<file path="config.mk">
export PLATFORM = sky130hd
export DESIGN_NAME = hserr_core
export DESIGN_NICKNAME = d
export VERILOG_FILES = /design/src/core/hserr_pkg.sv /design/src/core/hserr_sync.sv /design/src/core/hserr_core.sv
export SDC_FILE = /design/constraint.sdc
export NUM_CORES = 1
export LEC_CHECK = 0
export ABC_AREA = 1
export BUFFER_PORTS_ARGS = -buffer_cell sky130_fd_sc_hd__buf_2
export CAP_MARGIN = 20
export CORE_MARGIN = 4
export CORE_UTILIZATION = 58
export CTS_CLUSTER_SIZE = 16
export DETAILED_ROUTE_END_ITERATION = 8
export PLACE_DENSITY_LB_ADDON = 0.05
export SYNTH_ARGS = -nofsm -noshare
export SYNTH_HDL_FRONTEND = slang
export SYNTH_HIERARCHICAL = 1
export SYNTH_SLANG_ARGS = --single-unit
</file>
<file path="constraint.sdc">
create_clock -name ref_clk_in -period 2.7 [get_ports ref_clk_in]
set_input_delay 0.135 -clock ref_clk_in [delete_from_list [all_inputs] [get_ports ref_clk_in]]
set_output_delay 0.135 -clock ref_clk_in [all_outputs]
set_load 0.01 [all_outputs]
</file>
<file path="src/core/hserr_pkg.sv">
package hserr_pkg;

   localparam int ADDR_W = 3;
   localparam int DATA_W = 16;

   // Register indices on the plain register port.
   localparam logic [2:0] OFS_CMD = 3'h0;
   localparam logic [2:0] OFS_MODE = 3'h1;
   localparam logic [2:0] OFS_INMODE = 3'h2;
   localparam logic [2:0] OFS_CFG = 3'h3;
   localparam logic [2:0] OFS_MAIN = 3'h4;
   localparam logic [2:0] OFS_ST1 = 3'h5;
   localparam logic [2:0] OFS_ST2 = 3'h6;

   // Command codes written to the command register.
   localparam logic [7:0] CMD_CLR_STATUS = 8'h25;
   localparam logic [7:0] CMD_DEC_STOP = 8'h26;
   localparam logic [7:0] CMD_INST_STOP = 8'h27;
   localparam logic [7:0] CMD_SEARCH = 8'h62;
   localparam logic [7:0] CMD_DRIVE_LO = 8'h20;
   localparam logic [7:0] CMD_DRIVE_HI = 8'h23;

   // Search mode register fields.
   localparam int MODE_PCLR = 8;
   localparam logic [15:0] MODE_RST = 16'h0000;

   // Input mode register polarity bits, one means active high.
   localparam int POL_NEAR = 2;
   localparam int POL_ORIGIN = 4;
   localparam int POL_INDEX = 7;
   localparam logic [15:0] INMODE_RST = 16'h0000;

   // Configuration register: bit zero selects instant stop on a limit.
   localparam int CFG_LIM_INST = 0;
   localparam logic [15:0] CFG_RST = 16'h0000;

   // Status field positions.
   localparam int MAIN_ERR = 4;
   localparam int MAIN_BUSY = 8;
   localparam int ST2_PLUS = 2;
   localparam int ST2_MINUS = 3;
   localparam int ST2_ALARM = 4;
   localparam int ST2_EMG = 5;
   localparam int ST2_INDEX = 7;
   localparam int ST2_EXEC_LO = 8;
   localparam int ST1_PLUS = 12;
   localparam int ST1_MINUS = 13;
   localparam int ST1_ALARM = 14;
   localparam int ST1_EMG = 15;

   // Search execution state codes.
   localparam logic [4:0] EX_IDLE = 5'h00;
   localparam logic [4:0] EX_S1 = 5'h03;
   localparam logic [4:0] EX_S2_REV_FIND = 5'h08;
   localparam logic [4:0] EX_S2_REV_LEAVE = 5'h0C;
   localparam logic [4:0] EX_S2_FIND = 5'h0F;
   localparam logic [4:0] EX_S3 = 5'h14;
   localparam logic [4:0] EX_S4 = 5'h19;

   typedef enum logic [3:0] {
      ST_IDLE,
      ST_S1,
      ST_S2_REV_FIND,
      ST_S2_REV_LEAVE,
      ST_S2_FIND,
      ST_S3,
      ST_S4,
      ST_STOPPING
   } hserr_state_e;

   // Raw sensor pins of one axis.
   typedef struct packed {
      logic alarm;
      logic emergency_stop_input;
      logic plus_overrun_limit;
      logic minus_overrun_limit;
      logic near_origin_input;
      logic origin_input;
      logic encoder_index_input;
   } hserr_sens_s;

   localparam int SENS_W = $bits(hserr_sens_s);

endpackage

</file>
<file path="src/core/hserr_sync.sv">
`timescale 1ns/1ps
module hserr_sync #(
   parameter int WIDTH = 1
) (
   input wire logic ref_clk_in,
   input wire logic resetn_in,
   input wire logic [WIDTH-1:0] async_in,
   output logic [WIDTH-1:0] sync_out
);
   logic [WIDTH-1:0] meta_r;
   logic [WIDTH-1:0] sync_r;

   // The first stage feeds only the second stage.
   always_ff @(posedge ref_clk_in) begin
      if (!resetn_in) begin
         meta_r <= '0;
         sync_r <= '0;
      end else begin
         meta_r <= async_in;
         sync_r <= meta_r;
      end
   end

   assign sync_out = sync_r;
endmodule // hserr_sync

</file>
<file path="src/core/hserr_core.sv">
// What this block does
// - Drive fault in any step stops pulses instantly, ends search, sets fault flags.
// - Emergency stop in any step stops pulses instantly, ends search, sets flags.
// - Overrun limit in step three stops, ends search, sets matching limit flag.
// - Overrun limit in step four ends offset and search, sets limit flag.
// - Index already active at step three start ends search with index flag.
// - Any abnormal end sets the axis error bit in the main status.
// - Near-origin already active at step one start skips straight to step two.
// - Step one ended by forward limit continues with reverse form of step two.
// - Step two reverses on forward limit; opposite limit then ends with flag.
// - Step three forward limit before index edge ends search with limit flag.
// - Step three stops on index inactive-to-active transition, not level.
// - Near-origin, origin and index polarity come from input mode bits.
// - Input enable bits are ignored during the search.
// - Index flag clears on next drive, search or status clear command.
// - Busy bit stays one from step one start until step four ends.
// - Decelerating or instant stop command suspends step and ends search.
//
// The placing of the registers and the strobed register port were left to the implementer.
`timescale 1ns/1ps
module hserr_core (
   input wire logic ref_clk_in,
   input wire logic resetn_in,
   input wire logic [2:0] addr_in,
   input wire logic [15:0] wdata_in,
   input wire logic wr_in,
   input wire logic rd_in,
   output logic [15:0] rdata_out,
   input wire hserr_pkg::hserr_sens_s sens_in,
   input wire logic offset_done_in,
   input wire logic motion_idle_in,
   output logic drive_out,
   output logic dir_minus_out,
   output logic high_speed_out,
   output logic decel_out,
   output logic pos_clear_out
);
   hserr_pkg::hserr_sens_s sens;
   hserr_pkg::hserr_state_e state_r, state_nxt;
   logic [15:0] mode_r, inmode_r, cfg_r;
   logic [7:0] err_r, err_nxt, err_set, err_clr;
   logic [4:0] exec_r, exec_nxt;
   logic idx_prev_r, s3_first_r, s3_first_nxt;
   logic drive_r, dir_r, hs_r, decel_r, pclr_r, pclr_nxt;
   logic [15:0] rdata_r, rdata_nxt;

   hserr_sync #(.WIDTH(hserr_pkg::SENS_W)) u_sync (
      .ref_clk_in(ref_clk_in),
      .resetn_in(resetn_in),
      .async_in(sens_in),
      .sync_out(sens)
   );

   // Active levels; enable bits of the input mode register are not consulted.
   // polarity from mode
   wire near_act = sens.near_origin_input ~^ inmode_r[hserr_pkg::POL_NEAR];
   wire org_act = sens.origin_input ~^ inmode_r[hserr_pkg::POL_ORIGIN];
   wire idx_act = sens.encoder_index_input ~^ inmode_r[hserr_pkg::POL_INDEX];
   wire idx_edge = idx_act & ~idx_prev_r;

   wire cmd_wr = wr_in && (addr_in == hserr_pkg::OFS_CMD);
   wire [7:0] cmd = wdata_in[7:0];
   wire cmd_search = cmd_wr && (cmd == hserr_pkg::CMD_SEARCH);
   wire cmd_dec = cmd_wr && (cmd == hserr_pkg::CMD_DEC_STOP);
   wire cmd_inst = cmd_wr && (cmd == hserr_pkg::CMD_INST_STOP);
   wire cmd_clr = cmd_wr && (cmd == hserr_pkg::CMD_CLR_STATUS);
   wire cmd_drive = cmd_wr && (cmd >= hserr_pkg::CMD_DRIVE_LO) && (cmd <= hserr_pkg::CMD_DRIVE_HI);

   wire [3:0] step_en = {mode_r[6], mode_r[4], mode_r[2], mode_r[0]};
   wire [3:0] step_dir = {mode_r[7], mode_r[5], mode_r[3], mode_r[1]};
   wire lim_inst = cfg_r[hserr_pkg::CFG_LIM_INST];
   wire busy = (state_r != hserr_pkg::ST_IDLE);

   // Direction of the current state, one meaning minus.
   wire reverse = (state_r == hserr_pkg::ST_S2_REV_FIND) || (state_r == hserr_pkg::ST_S2_REV_LEAVE);
   wire cur_dir = (state_r == hserr_pkg::ST_S1) ? step_dir[0] :
                  (state_r == hserr_pkg::ST_S3) ? step_dir[2] :
                  (state_r == hserr_pkg::ST_S4) ? step_dir[3] : (step_dir[1] ^ reverse);
   wire lim_fwd = cur_dir ? sens.minus_overrun_limit : sens.plus_overrun_limit;
   wire [7:0] lim_bit = cur_dir ? (8'h01 << hserr_pkg::ST2_MINUS) : (8'h01 << hserr_pkg::ST2_PLUS);
   wire [7:0] any_lim_bits = ({7'h00, sens.minus_overrun_limit} << hserr_pkg::ST2_MINUS) |
                             ({7'h00, sens.plus_overrun_limit} << hserr_pkg::ST2_PLUS);
   wire any_lim = sens.minus_overrun_limit | sens.plus_overrun_limit;

   // First enabled step at or after the given one; idle means normal completion.
   function automatic hserr_pkg::hserr_state_e first_step(input logic [1:0] k,
                                                           input logic [3:0] en);
      hserr_pkg::hserr_state_e s;
      s = hserr_pkg::ST_IDLE;
      if (en[3] && k <= 2'h3) s = hserr_pkg::ST_S4;
      if (en[2] && k <= 2'h2) s = hserr_pkg::ST_S3;
      if (en[1] && k <= 2'h1) s = hserr_pkg::ST_S2_FIND;
      if (en[0] && k == 2'h0) s = hserr_pkg::ST_S1;
      return s;
   endfunction

   // Step sequencing with faults first, then stop commands, then step events.
   always_comb begin
      state_nxt = state_r;
      err_set = 8'h00;
      pclr_nxt = 1'b0;
      if (state_r == hserr_pkg::ST_IDLE) begin
         if (cmd_search) begin
            state_nxt = first_step(2'h0, step_en);
         end
      end else if (sens.alarm) begin
         state_nxt = hserr_pkg::ST_IDLE;
         err_set[hserr_pkg::ST2_ALARM] = 1'b1;
      end else if (sens.emergency_stop_input) begin
         state_nxt = hserr_pkg::ST_IDLE;
         err_set[hserr_pkg::ST2_EMG] = 1'b1;
      end else if (state_r == hserr_pkg::ST_STOPPING) begin
         if (motion_idle_in || cmd_inst) state_nxt = hserr_pkg::ST_IDLE;
      end else if (cmd_inst) begin
         state_nxt = hserr_pkg::ST_IDLE;
      end else if (cmd_dec) begin
         state_nxt = hserr_pkg::ST_STOPPING;
      end else begin
         unique case (state_r)
            hserr_pkg::ST_S1: begin
               if (near_act) state_nxt = first_step(2'h1, step_en);
               else if (lim_fwd) state_nxt = step_en[1] ? hserr_pkg::ST_S2_REV_FIND :
                                                          first_step(2'h2, step_en);
            end
            hserr_pkg::ST_S2_FIND: begin
               if (org_act) state_nxt = first_step(2'h2, step_en);
               else if (lim_fwd) state_nxt = hserr_pkg::ST_S2_REV_FIND;
            end
            hserr_pkg::ST_S2_REV_FIND, hserr_pkg::ST_S2_REV_LEAVE: begin
               if (lim_fwd) begin
                  state_nxt = lim_inst ? hserr_pkg::ST_IDLE : hserr_pkg::ST_STOPPING;
                  err_set = lim_bit;
               end else if (state_r == hserr_pkg::ST_S2_REV_FIND) begin
                  if (org_act) state_nxt = hserr_pkg::ST_S2_REV_LEAVE;
               end else if (!org_act) begin
                  state_nxt = hserr_pkg::ST_S2_FIND;
               end
            end
            hserr_pkg::ST_S3: begin
               if (s3_first_r && idx_act) begin
                  state_nxt = hserr_pkg::ST_IDLE;
                  err_set[hserr_pkg::ST2_INDEX] = 1'b1;
               end else if (any_lim) begin
                  state_nxt = lim_inst ? hserr_pkg::ST_IDLE : hserr_pkg::ST_STOPPING;
                  err_set = any_lim_bits;
               end else if (idx_edge && !s3_first_r) begin
                  state_nxt = first_step(2'h3, step_en);
               end
            end
            hserr_pkg::ST_S4: begin
               if (any_lim) begin
                  state_nxt = lim_inst ? hserr_pkg::ST_IDLE : hserr_pkg::ST_STOPPING;
                  err_set = any_lim_bits;
               end else if (offset_done_in) begin
                  state_nxt = hserr_pkg::ST_IDLE;
                  pclr_nxt = mode_r[hserr_pkg::MODE_PCLR];
               end
            end
            default: state_nxt = hserr_pkg::ST_IDLE;
         endcase
      end
   end

   assign err_clr = (cmd_clr ? 8'hFF : 8'h00) |
                    ((cmd_search && !busy) || cmd_drive ? (8'h01 << hserr_pkg::ST2_INDEX) : 8'h00);
   // A fault flag raised in the same cycle as a clear survives it.
   assign err_nxt = (err_r & ~err_clr & ~((cmd_search && !busy) ? 8'hFF : 8'h00)) | err_set;

   assign exec_nxt = (state_nxt == hserr_pkg::ST_STOPPING) ? exec_r :
                     (state_nxt == hserr_pkg::ST_S1) ? hserr_pkg::EX_S1 :
                     (state_nxt == hserr_pkg::ST_S2_REV_FIND) ? hserr_pkg::EX_S2_REV_FIND :
                     (state_nxt == hserr_pkg::ST_S2_REV_LEAVE) ? hserr_pkg::EX_S2_REV_LEAVE :
                     (state_nxt == hserr_pkg::ST_S2_FIND) ? hserr_pkg::EX_S2_FIND :
                     (state_nxt == hserr_pkg::ST_S3) ? hserr_pkg::EX_S3 :
                     (state_nxt == hserr_pkg::ST_S4) ? hserr_pkg::EX_S4 : hserr_pkg::EX_IDLE;
   assign s3_first_nxt = (state_nxt == hserr_pkg::ST_S3) && (state_r != hserr_pkg::ST_S3);

   wire nxt_rev = (state_nxt == hserr_pkg::ST_S2_REV_FIND) ||
                  (state_nxt == hserr_pkg::ST_S2_REV_LEAVE);
   wire dir_nxt = (state_nxt == hserr_pkg::ST_S1) ? step_dir[0] :
                  (state_nxt == hserr_pkg::ST_S3) ? step_dir[2] :
                  (state_nxt == hserr_pkg::ST_S4) ? step_dir[3] :
                  (state_nxt == hserr_pkg::ST_STOPPING) ? dir_r : (step_dir[1] ^ nxt_rev);

   wire err_any = |err_r;
   wire [15:0] main_v = ({15'h0000, busy} << hserr_pkg::MAIN_BUSY) |
                        ({15'h0000, err_any} << hserr_pkg::MAIN_ERR);
   wire [15:0] st1_v = ({15'h0000, err_r[hserr_pkg::ST2_EMG]} << hserr_pkg::ST1_EMG) |
                       ({15'h0000, err_r[hserr_pkg::ST2_ALARM]} << hserr_pkg::ST1_ALARM) |
                       ({15'h0000, err_r[hserr_pkg::ST2_MINUS]} << hserr_pkg::ST1_MINUS) |
                       ({15'h0000, err_r[hserr_pkg::ST2_PLUS]} << hserr_pkg::ST1_PLUS);
   wire [15:0] st2_v = {3'h0, exec_r, err_r};
   assign rdata_nxt = !rd_in ? 16'h0000 :
                      (addr_in == hserr_pkg::OFS_MODE) ? mode_r :
                      (addr_in == hserr_pkg::OFS_INMODE) ? inmode_r :
                      (addr_in == hserr_pkg::OFS_CFG) ? cfg_r :
                      (addr_in == hserr_pkg::OFS_MAIN) ? main_v :
                      (addr_in == hserr_pkg::OFS_ST1) ? st1_v :
                      (addr_in == hserr_pkg::OFS_ST2) ? st2_v : 16'h0000;

   // Mode registers are only writable while idle so a running search stays coherent.
   always_ff @(posedge ref_clk_in) begin
      if (!resetn_in) begin
         mode_r <= hserr_pkg::MODE_RST;
         inmode_r <= hserr_pkg::INMODE_RST;
         cfg_r <= hserr_pkg::CFG_RST;
      end else if (wr_in && !busy) begin
         if (addr_in == hserr_pkg::OFS_MODE) mode_r <= wdata_in;
         if (addr_in == hserr_pkg::OFS_INMODE) inmode_r <= wdata_in;
         if (addr_in == hserr_pkg::OFS_CFG) cfg_r <= wdata_in;
      end
   end

   always_ff @(posedge ref_clk_in) begin
      if (!resetn_in) begin
         state_r <= hserr_pkg::ST_IDLE;
         err_r <= 8'h00;
         exec_r <= hserr_pkg::EX_IDLE;
         idx_prev_r <= 1'b0;
         s3_first_r <= 1'b0;
         rdata_r <= 16'h0000;
      end else begin
         state_r <= state_nxt;
         err_r <= err_nxt;
         exec_r <= exec_nxt;
         idx_prev_r <= idx_act;
         s3_first_r <= s3_first_nxt;
         rdata_r <= rdata_nxt;
      end
   end

   // Outputs are registered from the next-state decode so they track state_r exactly.
   always_ff @(posedge ref_clk_in) begin
      if (!resetn_in) begin
         drive_r <= 1'b0;
         dir_r <= 1'b0;
         hs_r <= 1'b0;
         decel_r <= 1'b0;
         pclr_r <= 1'b0;
      end else begin
         drive_r <= (state_nxt != hserr_pkg::ST_IDLE);
         dir_r <= dir_nxt;
         hs_r <= (state_nxt == hserr_pkg::ST_S1) || (state_nxt == hserr_pkg::ST_S4);
         decel_r <= (state_nxt == hserr_pkg::ST_STOPPING);
         pclr_r <= pclr_nxt;
      end
   end

   assign rdata_out = rdata_r;
   assign drive_out = drive_r;
   assign dir_minus_out = dir_r;
   assign high_speed_out = hs_r;
   assign decel_out = decel_r;
   assign pos_clear_out = pclr_r;
endmodule // hserr_core

</file>
---- Word-level counts from Yosys, hierarchy flattened ----
Cells that the tools add are included.
operators by class
  $lt $le $gt $ge ......................... 2
  equality and inequality tests ........... 26
  multiplexer cells ....................... 67
  bitwise operators ....................... 22
  reduce and logical (&&, ||, !) cells .... 30
operators by type and width
  operator            count
  $mux 4              30
  $mux 16             5
  $mux 8              7
  $mux 5              7
  $eq 4x3->1 const B  8
  $eq 8x6->1 const B  3
  $pmux 8 s3          1
  $pmux 4 s5          1
  $and 8x8->8         2
  $eq 4x2->1 const B  4
  $not 8->8           2
  $or 16x13->16       1
  $or 16x14->16       1
  $or 16x15->16       1
  $or 8x8->8          2
  $mux 13             1
  $logic_and 1x1->1   12
  $mux 1              11
  $reduce_or 10->1    1
  $eq 3x3->1 const B  3
  $mux 3              3
  $or 9x5->9          1
  $eq 4x1->1 const B  2
  $eq 8x7->1 const B  1
  other kinds (21)    37
storage, ports and cells
  bits in registers ....................... 102
  input bits .............................. 32
  output and inout port bits .............. 21
  logic and storage cells ................. 163

---- Longest topological paths before layout ----
Gate-level depths: netlist (run 1).
  depth in word-level cells ............... 23
  mapped depth ............................ 24
  mapped depth without buffers ............ 24

---- By module ----
The synthesis (run 1) kept the hierarchy.
by module, submodules not included
  module      times used  cells each  area an instance (um^2)  seq. area each (um^2)
  hserr_core  1           607         4249.1                   1761.7
  hserr_sync  1           43          396.6                    280.3

---- Least setup slack after synthesis (run 1) ----
Ideal clock, no wire load.
  kind .................................... register -> register
  from .................................... register state_r[0]
  to ...................................... register dir_r (netlist: dir_minus_out)
  setup time .............................. 0.122 ns
  arrival time ............................ 2.172 ns
  data required time ...................... 2.578 ns
  slack ................................... 0.407 ns
  cell stages (with the launch flop) ...... 20
  path buffers ............................ 1
  period minus slack after synthesis ...... 2.293 ns
  path through ............................ dfxtp_1 > buf_6 > inv_2 > nor3_2 > nor2_2 > nand2_4 > nand2_4 > nand2_4 > nand2_4 > o211ai_1 > nand3_1 > nand2_1 > nand2_1 > nand2_2 > nand2_4 > nor2_4 > nand2_2 > or2_1 > nand3_1 > a21oi_2
between the ends
  cells in the longest elaborated chain, start to end .. 23
  elaborated cells between the ends (all ways) .. 50
  classes of those cells .................. 14 x eq/ne; 30 x mux; 2 x bitwise; 4 x reduce/logical
RTL lines
  element                        RTL line                                                text
  from (decl)                    hserr_core.sv:39                                        hserr_pkg::hserr_state_e state_r, state_nxt;
  from (signal assigned)         hserr_core.sv:216                                       state_r <= hserr_pkg::ST_IDLE;
  from (signal assigned)         hserr_core.sv:223                                       state_r <= state_nxt;
  $eq 4x2->1 (on tied branches)  hserr_core.sv:75, hserr_core.sv:119, hserr_core.sv:133
  $logic_or 1x1->1               hserr_core.sv:75                                        wire reverse = (state_r == hserr_pkg::ST_S2_REV_FIND) || (state_r == hserr_pkg::ST_S2_REV_LEAVE);
  $xor 1x1->1                    hserr_core.sv:78                                        (state_r == hserr_pkg::ST_S4) ? step_dir[3] : (step_dir[1] ^ reverse);
  $mux 1                         hserr_core.sv:78
  $mux 1                         hserr_core.sv:77                                        (state_r == hserr_pkg::ST_S3) ? step_dir[2] :
  $mux 1                         hserr_core.sv:76                                        wire cur_dir = (state_r == hserr_pkg::ST_S1) ? step_dir[0] :
  $mux 1                         hserr_core.sv:79                                        wire lim_fwd = cur_dir ? sens.minus_overrun_limit : sens.plus_overrun_limit;
  $mux 4 (on tied branches)      hserr_core.sv:127, hserr_core.sv:122
  [7 not listed]                 -
  $mux 4 *                       hserr_core.sv:102                                       if (state_r == hserr_pkg::ST_IDLE) begin
  $eq 4x2->1 (on tied branches)  hserr_core.sv:178, hserr_core.sv:179
  $logic_or 1x1->1               hserr_core.sv:178                                       wire nxt_rev = (state_nxt == hserr_pkg::ST_S2_REV_FIND) ||
  $xor 1x1->1                    hserr_core.sv:183                                       (state_nxt == hserr_pkg::ST_STOPPING) ? dir_r : (step_dir[1] ^ nxt_rev);
  $mux 1                         hserr_core.sv:183
  $mux 1                         hserr_core.sv:182                                       (state_nxt == hserr_pkg::ST_S4) ? step_dir[3] :
  $mux 1                         hserr_core.sv:181                                       (state_nxt == hserr_pkg::ST_S3) ? step_dir[2] :
  $mux 1                         hserr_core.sv:180                                       wire dir_nxt = (state_nxt == hserr_pkg::ST_S1) ? step_dir[0] :
  to (signal assigned)           hserr_core.sv:242                                       dir_r <= dir_nxt;
  to (decl)                      hserr_core.sv:44                                        logic drive_r, dir_r, hs_r, decel_r, pclr_r, pclr_nxt;
Every way passes the cells marked *; elsewhere a longest branch is shown, timed or not. The select of a mux whose other input is x is not followed.
A chain may end at the register's enable or synchronous reset.

---- Final worst setup path (run 1) ----
  from .................................... register state_r[2]
  to ...................................... register dir_r (netlist: dir_minus_out)
Same word-level chain as after synthesis.

==> results of run 1 <==
through the flow:
step	instance area, µm²	setup slack (ns)	hold slack [ns]	std cells	TNS [ns]
after floorplan	4650	0.407	0.228	650	0
after global placement	5070	0.183	0.313	799	0
after detailed placement	5070	0.112	0.321	799	0
after CTS	5330	0.101	0.000217	822	0
after global routing	5370	-0.0183	0.0307	823	-0.0349
final	5370	0.172	0.0115	823	0
tightest hold or removal path, cell delays in order:
cell and delay (ns):
buf_2 0.09, nor2_1 0.04, nor2_1 0.08
repair_timing:
item	CTS	global route
hold buffers	7	0
endpoints found under the setup margin	0	8
endpoints found under the hold margin	7	0
setup buffers	0	1
resized for setup	0	12
cell usage after synthesis, drive strengths merged:
cell type	n	share of area
o211ai	1	0.0016
o21bai	1	0.0016
nand2	126	0.11
o22ai	4	0.0054
inv	89	0.072
xnor2	1	0.0019
nor3	14	0.018
a31o	1	0.0019
a21oi	45	0.056
o21ai	70	0.075
conb	1	0.00081
a221oi	2	0.0038
a31oi	11	0.015
clkinv	2	0.0016
clkbuf	20	0.016
or2	2	0.0027
o32ai	1	0.0019
buf	3	0.0057
nand3	33	0.041
a22oi	1	0.0016
o41ai	1	0.0019
o311ai	1	0.0019
o221ai	1	0.0019
a41oi	4	0.0075
nor2	95	0.083
nor4	8	0.012
dfxtp	102	0.44
nand4	10	0.013
per-layer routing:
layer / wire length [µm] / vias up
li1: - / 2255
met1: 5590 / 2046
met2: 5930 / 206
met3: 1240 / 33
met4: 363 / 2
met5: 8 / -
area by class of cell:
cell class | instances | area share
Tap cell | 102 | 0.0238
Inverter | 91 | 0.0636
Timing Repair Buffer | 78 | 0.0881
Multi-Input combinational cell | 434 | 0.407
Clock inverter | 7 | 0.0124
Clock buffer | 9 | 0.0231
Sequential cell | 102 | 0.382
cells by family (layout without fill, tap and decap cells):
kind of cell | Yosys count | after routing | share of synthesized area
flip-flops | 102 | 102 | 0.440
buffers and inverters | 114 | 185 | 0.0953
AO/OA/AOI/OAI | 144 | 144 | 0.177
AND/OR/NAND/NOR | 288 | 288 | 0.285
other | 1 | 1 | 0.000807
XOR/XNOR | 1 | 1 | 0.00189
registers in the layout, indices dropped and copies added (netlist names), 4 cells and up:
signal / count
cfg_r: 16
err_r: 8
exec_r: 5
inmode_r: 16
mode_r: 16
rdata_out: 16
state_r: 4
u_sync/meta_r: 7
u_sync/sync_out: 7
how the worst min path moves through the flow:
stage	startpoint	to	slack, ns	cells past startpoint
floorplan	resetn_in	u_sync/meta_r[4]	0.23	2
global placement	sens_in[5]	u_sync/meta_r[5]	0.31	3
detailed placement	sens_in[6]	u_sync/meta_r[6]	0.32	3
CTS	wdata_in[9]	inmode_r[9]	0.0002	3
global route	wdata_in[9]	inmode_r[9]	0.03	3
finish	wdata_in[15]	mode_r[15]	0.01	3
power breakdown:
group / internal (mW) / switching [mW] / total (mW)
combinational: 0.0710 / 0.138 / 0.210
sequential: 1.53 / 0.0206 / 1.55
clock: 0.356 / 0.582 / 0.938
total: 1.96 / 0.741 / 2.70
==> summary.txt, run 1 <==
Clocking
  • Clock Sinks: 102
  • Clk buf depth: 2
  • Skew-Pair Late Insertion Delay: 0.37 ns
  • # H-tree levels: 3
  • CTS clk-pin slew, worst paths: roughly 0.11 ns
  • CTS tree: built
  • Clock root buffer: clkbuf_8
  • Number of buffers created by CTS: 9

STA
  • RSZ-0062 raised after global routing: true
  • Hold Vio Cnt, Final: 0
  • Clock Skew: 0.0120 ns
  • Final min period: roughly 2.5 ns
  • Worst slew margin: 0.502
  • Final setup viols: 0
  • Final worst-path cycle share: 0.936
  • FMAX: between 300 and 400 MHz
  • Max-slew violation count: 0
  • Worst Tran Pin Value: between 0.7 and 0.8 ns

Drt
  • Wire per inst: 16.0 µm
  • Routed WL: 13,100 µm
  • First-pass DRT Iterations: 5
  • Detail Route Antenna Nets: 0
  • Drt drc: 0
  • Drt via density: 5.52
  • Iter 0 DRT Violations: 299
  • Via count: around 4,500

Floorplanning
  • Initial core utilization: 0.598
  • Die Ht: 97.5 µm
  • Cell Rows: 32
  • Die X: approximately 97 µm
  • Core area: roughly 7800 µm²
  • I/O pins: 53
  • Die ar.: around 9500 µm²

Worst setup path
  • Reg-to-Reg Start: state_r[2]
  • Critical-path maximum fanout: 9
  • CP top delay family: simple AND/OR/NAND/NOR gates
  • Critical path startpoint: state_r[2]
  • Reg2reg end: dir_minus_out
  • Startpoint types: register
  • Critical Path Sink Type: register
  • Worst-path cell chain: inv_2 -> nor2_4 -> nand3_2 -> nor2_2 -> nor2_2 -> nand2_4 -> nand3_4 -> nand2_4 -> nand2_2 -> o211ai_1 -> nand3_1 -> nand2_1 -> nand2_1 -> nand2_2 -> nand2_4 -> nor2_4 -> nand2_2 -> or2_1 -> nand3_1 -> a21oi_2
  • Worst reg-to-reg path cell count: 20
  • CP arrival: 2.80 ns
  • CP endpoint: dir_minus_out
  • Required time worst endpoint: 2.97 ns
  • Register-to-register setup slack: 0.17 ns
  • WS Path Type: register to register
  • Stages on worst setup path: 20
  • Slowest cell delay on critical path: 0.40 ns
  • Slowest cell on the critical path: dfxtp_4
  • CP bufs+invs: 1

Synthesis
  • Cell area after synthesis: about 4600 µm²
  • Mapped Avg Cell Area: between 7 and 8 µm²
  • Seq/Total Area, Yosys: 0.440
  • Synth Register Bits: approximately 100
  • Synth Net Count: 682
  • Synth Warn #: 6
  • Mapped Cells: 650
  • Post-synth cell types: 42

Run status
  • Status: finished, final reports clean

Cells and area
  • # nets final: about 750
  • Synth-to-Final Area Change: 15.5%
  • Share of layout cells above drive strength 1: 0.189
  • Commonest non-fill, non-tap cells in the layout: nand2_1, dfxtp_1, nor2_1
  • Filler instances: 683
  • Multi-input combinational cell area: around 2200 µm²
  • Post-layout util: 0.691
  • Register area: 2050 µm²
  • Commonest non-fill, non-tap cell in the layout: nand2_1
  • Ant diodes: 0

Global route
  • Total gr overflow: 0
  • Met2 Use GR: 0.434
  • Maximum number of pins on one net before global-route repair: 51
  • Top Usage Layer GRT: met2
  • Met3 Use GR: 0.0653
  • First-pass GRT wire length: 21,400 µm
  • Initial antenna violation count: 1
  • GRT Overall Usage: 0.278
  • Vias in the first global route: 4,288
  • GRT met1 Usage: 0.375

Power
  • Total Power: 2.70 mW
  • Cell Pwr Density: 503 nW/µm²
  • P_leak: 2.39 nW
  • Max VDD drop: 0.455 mV

Place
  • Final GP Congestion: ~0.99
  • Detailed Place HPWL: 9540 µm
  • PortBufs: 52

Worst hold path
  • Tightest Hold Check Type: input pin to register

Flow run
  • Max Cap Viol: 0
Power figures use the tool's default switching activity.
==> run 2, diff against run 1 <==
ABC_AREA = default   (was 1)
==> run 2 against run 1 <==
Synthesized cell count is 14% lower. Sequential cell count unchanged. Synthesized area rose by 3.6%. Critical path depth shrank 10. Wire length increased by 5.4%. Core utilization up 5.5 points.
==> summary.txt, run 2 <==
Power
  • Max VDD drop: 0.306 mV (-33%)
  • P_leak: 2.46 nW (+2.6%)
  • Cell Pwr Density: 464 nW/µm² (-7.8%)
  • Total Power: 2.73 mW (+1.0%)

Global route
  • GRT Overall Usage: 0.270 (-0.00855)
  • Initial antenna violation count: 0 (-1)
  • Maximum number of pins on one net before global-route repair: 29 (-43%)
  • Vias in the first global route: 4,250 (-0.89%)
  • First-pass GRT wire length: 21,100 µm (-1.4%)
  • Total gr overflow: 0 (unchanged)

Place
  • Worst slack at placement: -0.0208 ns (-0.132 ns)
  • Final GP Congestion: 1.01 (+2.1%)
  • PortBufs: 52 (unchanged)
  • Detailed Place HPWL: 9600 µm (+0.61%)
  • Number of instances in the placed design: 716 (-10%)

Floorplanning
  • Initial core utilization: 0.610 (+0.0120)
  • Die ar.: 9820 µm² (+3.3%)
  • I/O pins: 53 (unchanged)
  • Die X: 99.1 µm (+1.6%)
  • Die Ht: 99.1 µm (+1.6%)
  • Core area: 7890 µm² (+1.5%)
  • Cell Rows: 32 (unchanged)

Flow run
  • Max Cap Viol: 0 (unchanged)

Worst setup path
  • CP top delay family: compound AO/OA/AOI/OAI gates
  • Reg-to-Reg Start: state_r[0]
  • Slowest cell on the critical path: dfxtp_2
  • Critical-path maximum fanout: 9 (unchanged)
  • Required time worst endpoint: 3.00 ns (+0.03 ns)
  • Register-to-register setup slack: 0.05 ns (-0.12 ns)
  • CP dominant cell by count: buf_4
  • Critical Path Sink Type: register
  • Critical path startpoint: state_r[0]
  • WS Path Type: register to register
  • CP endpoint: dir_minus_out
  • Startpoint types: register
  • Worst reg-to-reg path cell count: 10 (-50%)
  • Stages on worst setup path: 10 (-50%)
  • CP bufs+invs: 2 (+1)
  • Worst-path cell chain: buf_4 -> nand2b_1 -> nor2_2 -> o32ai_4 -> a31oi_4 -> mux2i_4 -> o211ai_2 -> buf_4 -> a211oi_1 -> o221a_1
  • CP arrival: 2.96 ns (+0.16 ns)
  • Reg2reg end: dir_minus_out
  • Slowest cell delay on critical path: 0.38 ns (-0.02 ns)

Run status
  • Status: finished, final reports clean

Synthesis
  • Post-synthesis async set-or-reset flop share: 0 (unchanged)
  • Synth cell count leaders: dfxtp_1, nand2_1, a21oi_1
  • Seq/Total Area, Yosys: 0.424 (-0.0152)
  • Area contributors post-synth: dfxtp_1, nand2_1, mux2i_1
  • Post-synth top flop: dfxtp_1
  • Most numerous cell in the Yosys netlist: dfxtp_1
  • Mapped Avg Cell Area: 8.62 µm² (+21%)
  • Yosys top cell by area: dfxtp_1
  • Number of flops mapped to enable cells by yosys: 0 (unchanged)
  • Synth Warn #: 6 (unchanged)
  • Synth Register Bits: 102 (unchanged)
  • Post-synth cell types: 76 (+81%)
  • Mapped Cells: 558 (-14%)
  • Yosys top cell area share: 0.424 (-0.0152)
  • Cell area after synthesis: 4810 µm² (+3.6%)
  • Synth Net Count: 590 (-13%)

Drt
  • Drt drc: 0 (unchanged)
  • Iter 0 DRT Violations: 310 (+3.7%)
  • Routed WL: 13,800 µm (+5.4%)
  • Detail Route Antenna Nets: 0 (unchanged)
  • Drt via density: 6.03 (+9.3%)
  • First-pass DRT Iterations: 5 (unchanged)
  • Wire per inst: 18.4 µm (+15%)
  • Via count: 4,538 (-0.088%)

Cells and area
  • Commonest non-fill, non-tap cell in the layout: dfxtp_1
  • Final Non-Filler Cells: 752 (-8.6%)
  • Synth-to-Final Area Change: 22.3%
  • # nets final: 677 (-9.5%)
  • Commonest non-fill, non-tap cells in the layout: dfxtp_1, nand2_1, buf_2
  • Share of layout cells above drive strength 1: 0.260 (+0.0714)
  • Ant diodes: 0 (unchanged)
  • Post-layout util: 0.746 (+0.0548)

STA
  • Worst slew margin: 0.501 (-0.00131)
  • FMAX: 377 MHz (-4.6%)
  • Clock Skew: 0.0149 ns (+0.00288 ns)
  • Hold Vio Cnt, Final: 0 (unchanged)
  • Max-slew violation count: 0 (unchanged)
  • Final worst-path cycle share: 0.982 (+0.0453)
  • Worst Tran Pin Value: 0.745 ns (+0.00418 ns)
  • PnR worst setup slack: 0.0495 ns (-0.122 ns)
  • Final setup viols: 0 (unchanged)
  • Final min period: 2.65 ns (+0.122 ns)
  • Setup TNS: 0 ns (unchanged)

Clocking
  • CTS clk-pin slew, worst paths: 0.11 ns (about the same)
  • Skew-Pair Late Insertion Delay: 0.36 ns (about the same)
  • CTS tree: built
  • Clock Sinks: 102 (unchanged)
  • Clock root buffer: clkbuf_8
  • Clk buf depth: 2 (unchanged)
  • Number of buffers created by CTS: 9 (unchanged)
  • # H-tree levels: 3 (unchanged)

Worst hold path
  • Tightest Hold Check Type: input pin to register
  • Hold Path Depth: 3 (unchanged)
[run 2: power breakdown]
part	internal (mW)	switching, mW	total, mW
Sequential	1.53	0.0194	1.55
Clock	0.362	0.577	0.939
Combinational	0.104	0.138	0.243
[run 2: layout make-up]
cell class,count,area (µm²)
inverter,17,63.8
sequential,102,2050
multi-input combinational,404,2690
timing repair buffer,111,758
clock buffer,10,128
fill,612,2000
clock inverter,6,63.8
tap,102,128
[run 2: logic make-up (layout without fill, tap and decap cells)]
kind of cell	after synthesis	count (layout)	share of synthesized area
buf+inv	54	144	0.0523
other cells	1	1	0.000779
mux	30	30	0.0634
xor+xnor	6	6	0.0109
simple gates	220	220	0.232
compound gates	145	147	0.216
flops	102	102	0.424
[run 2: timing repair]
item	in CTS	in global routing
pin swaps	0	8
cloned	0	2
resized for setup	2	35
buffers inserted	0	9
endpoints found under the setup margin	5	9
endpoints found under the hold margin	9	0
hold buffers	9	0
[run 2: how the worst min path moves through the flow]
stage | endpoint | slack (ns) | start
finish | mode_r[9] | 0.02 | wdata_in[9]
global route | inmode_r[14] | 0.02 | wdata_in[14]
detailed placement | u_sync/meta_r[1] | 0.35 | sens_in[1]
CTS | mode_r[9] | 0.006 | wdata_in[9]
floorplan | u_sync/meta_r[0] | 0.26 | sens_in[0]
global placement | u_sync/meta_r[0] | 0.34 | sens_in[0]
[run 2: layer usage]
metal | vias up | track usage | share of wire
met2 | 221 | 0.439 | 0.46
met4 | 0 | 0.0924 | 0.023
li1 | 2151 | - | -
met3 | 31 | 0.0531 | 0.090
met1 | 2135 | 0.358 | 0.42
met5 | - | 0 | 0
[run 2: worst min-delay path, stage by stage]
cell and delay [ns]:
buf_2 0.11, nand2_1 0.05, a21oi_1 0.05
[run 2: through the flow]
stage	hold WS [ns]	cell area (µm²)
floorplan	0.262	4810
global placement	0.340	5330
detailed placement	0.349	5330
CTS	0.00587	5620
global route	0.0155	5880
finish	0.0229	5880
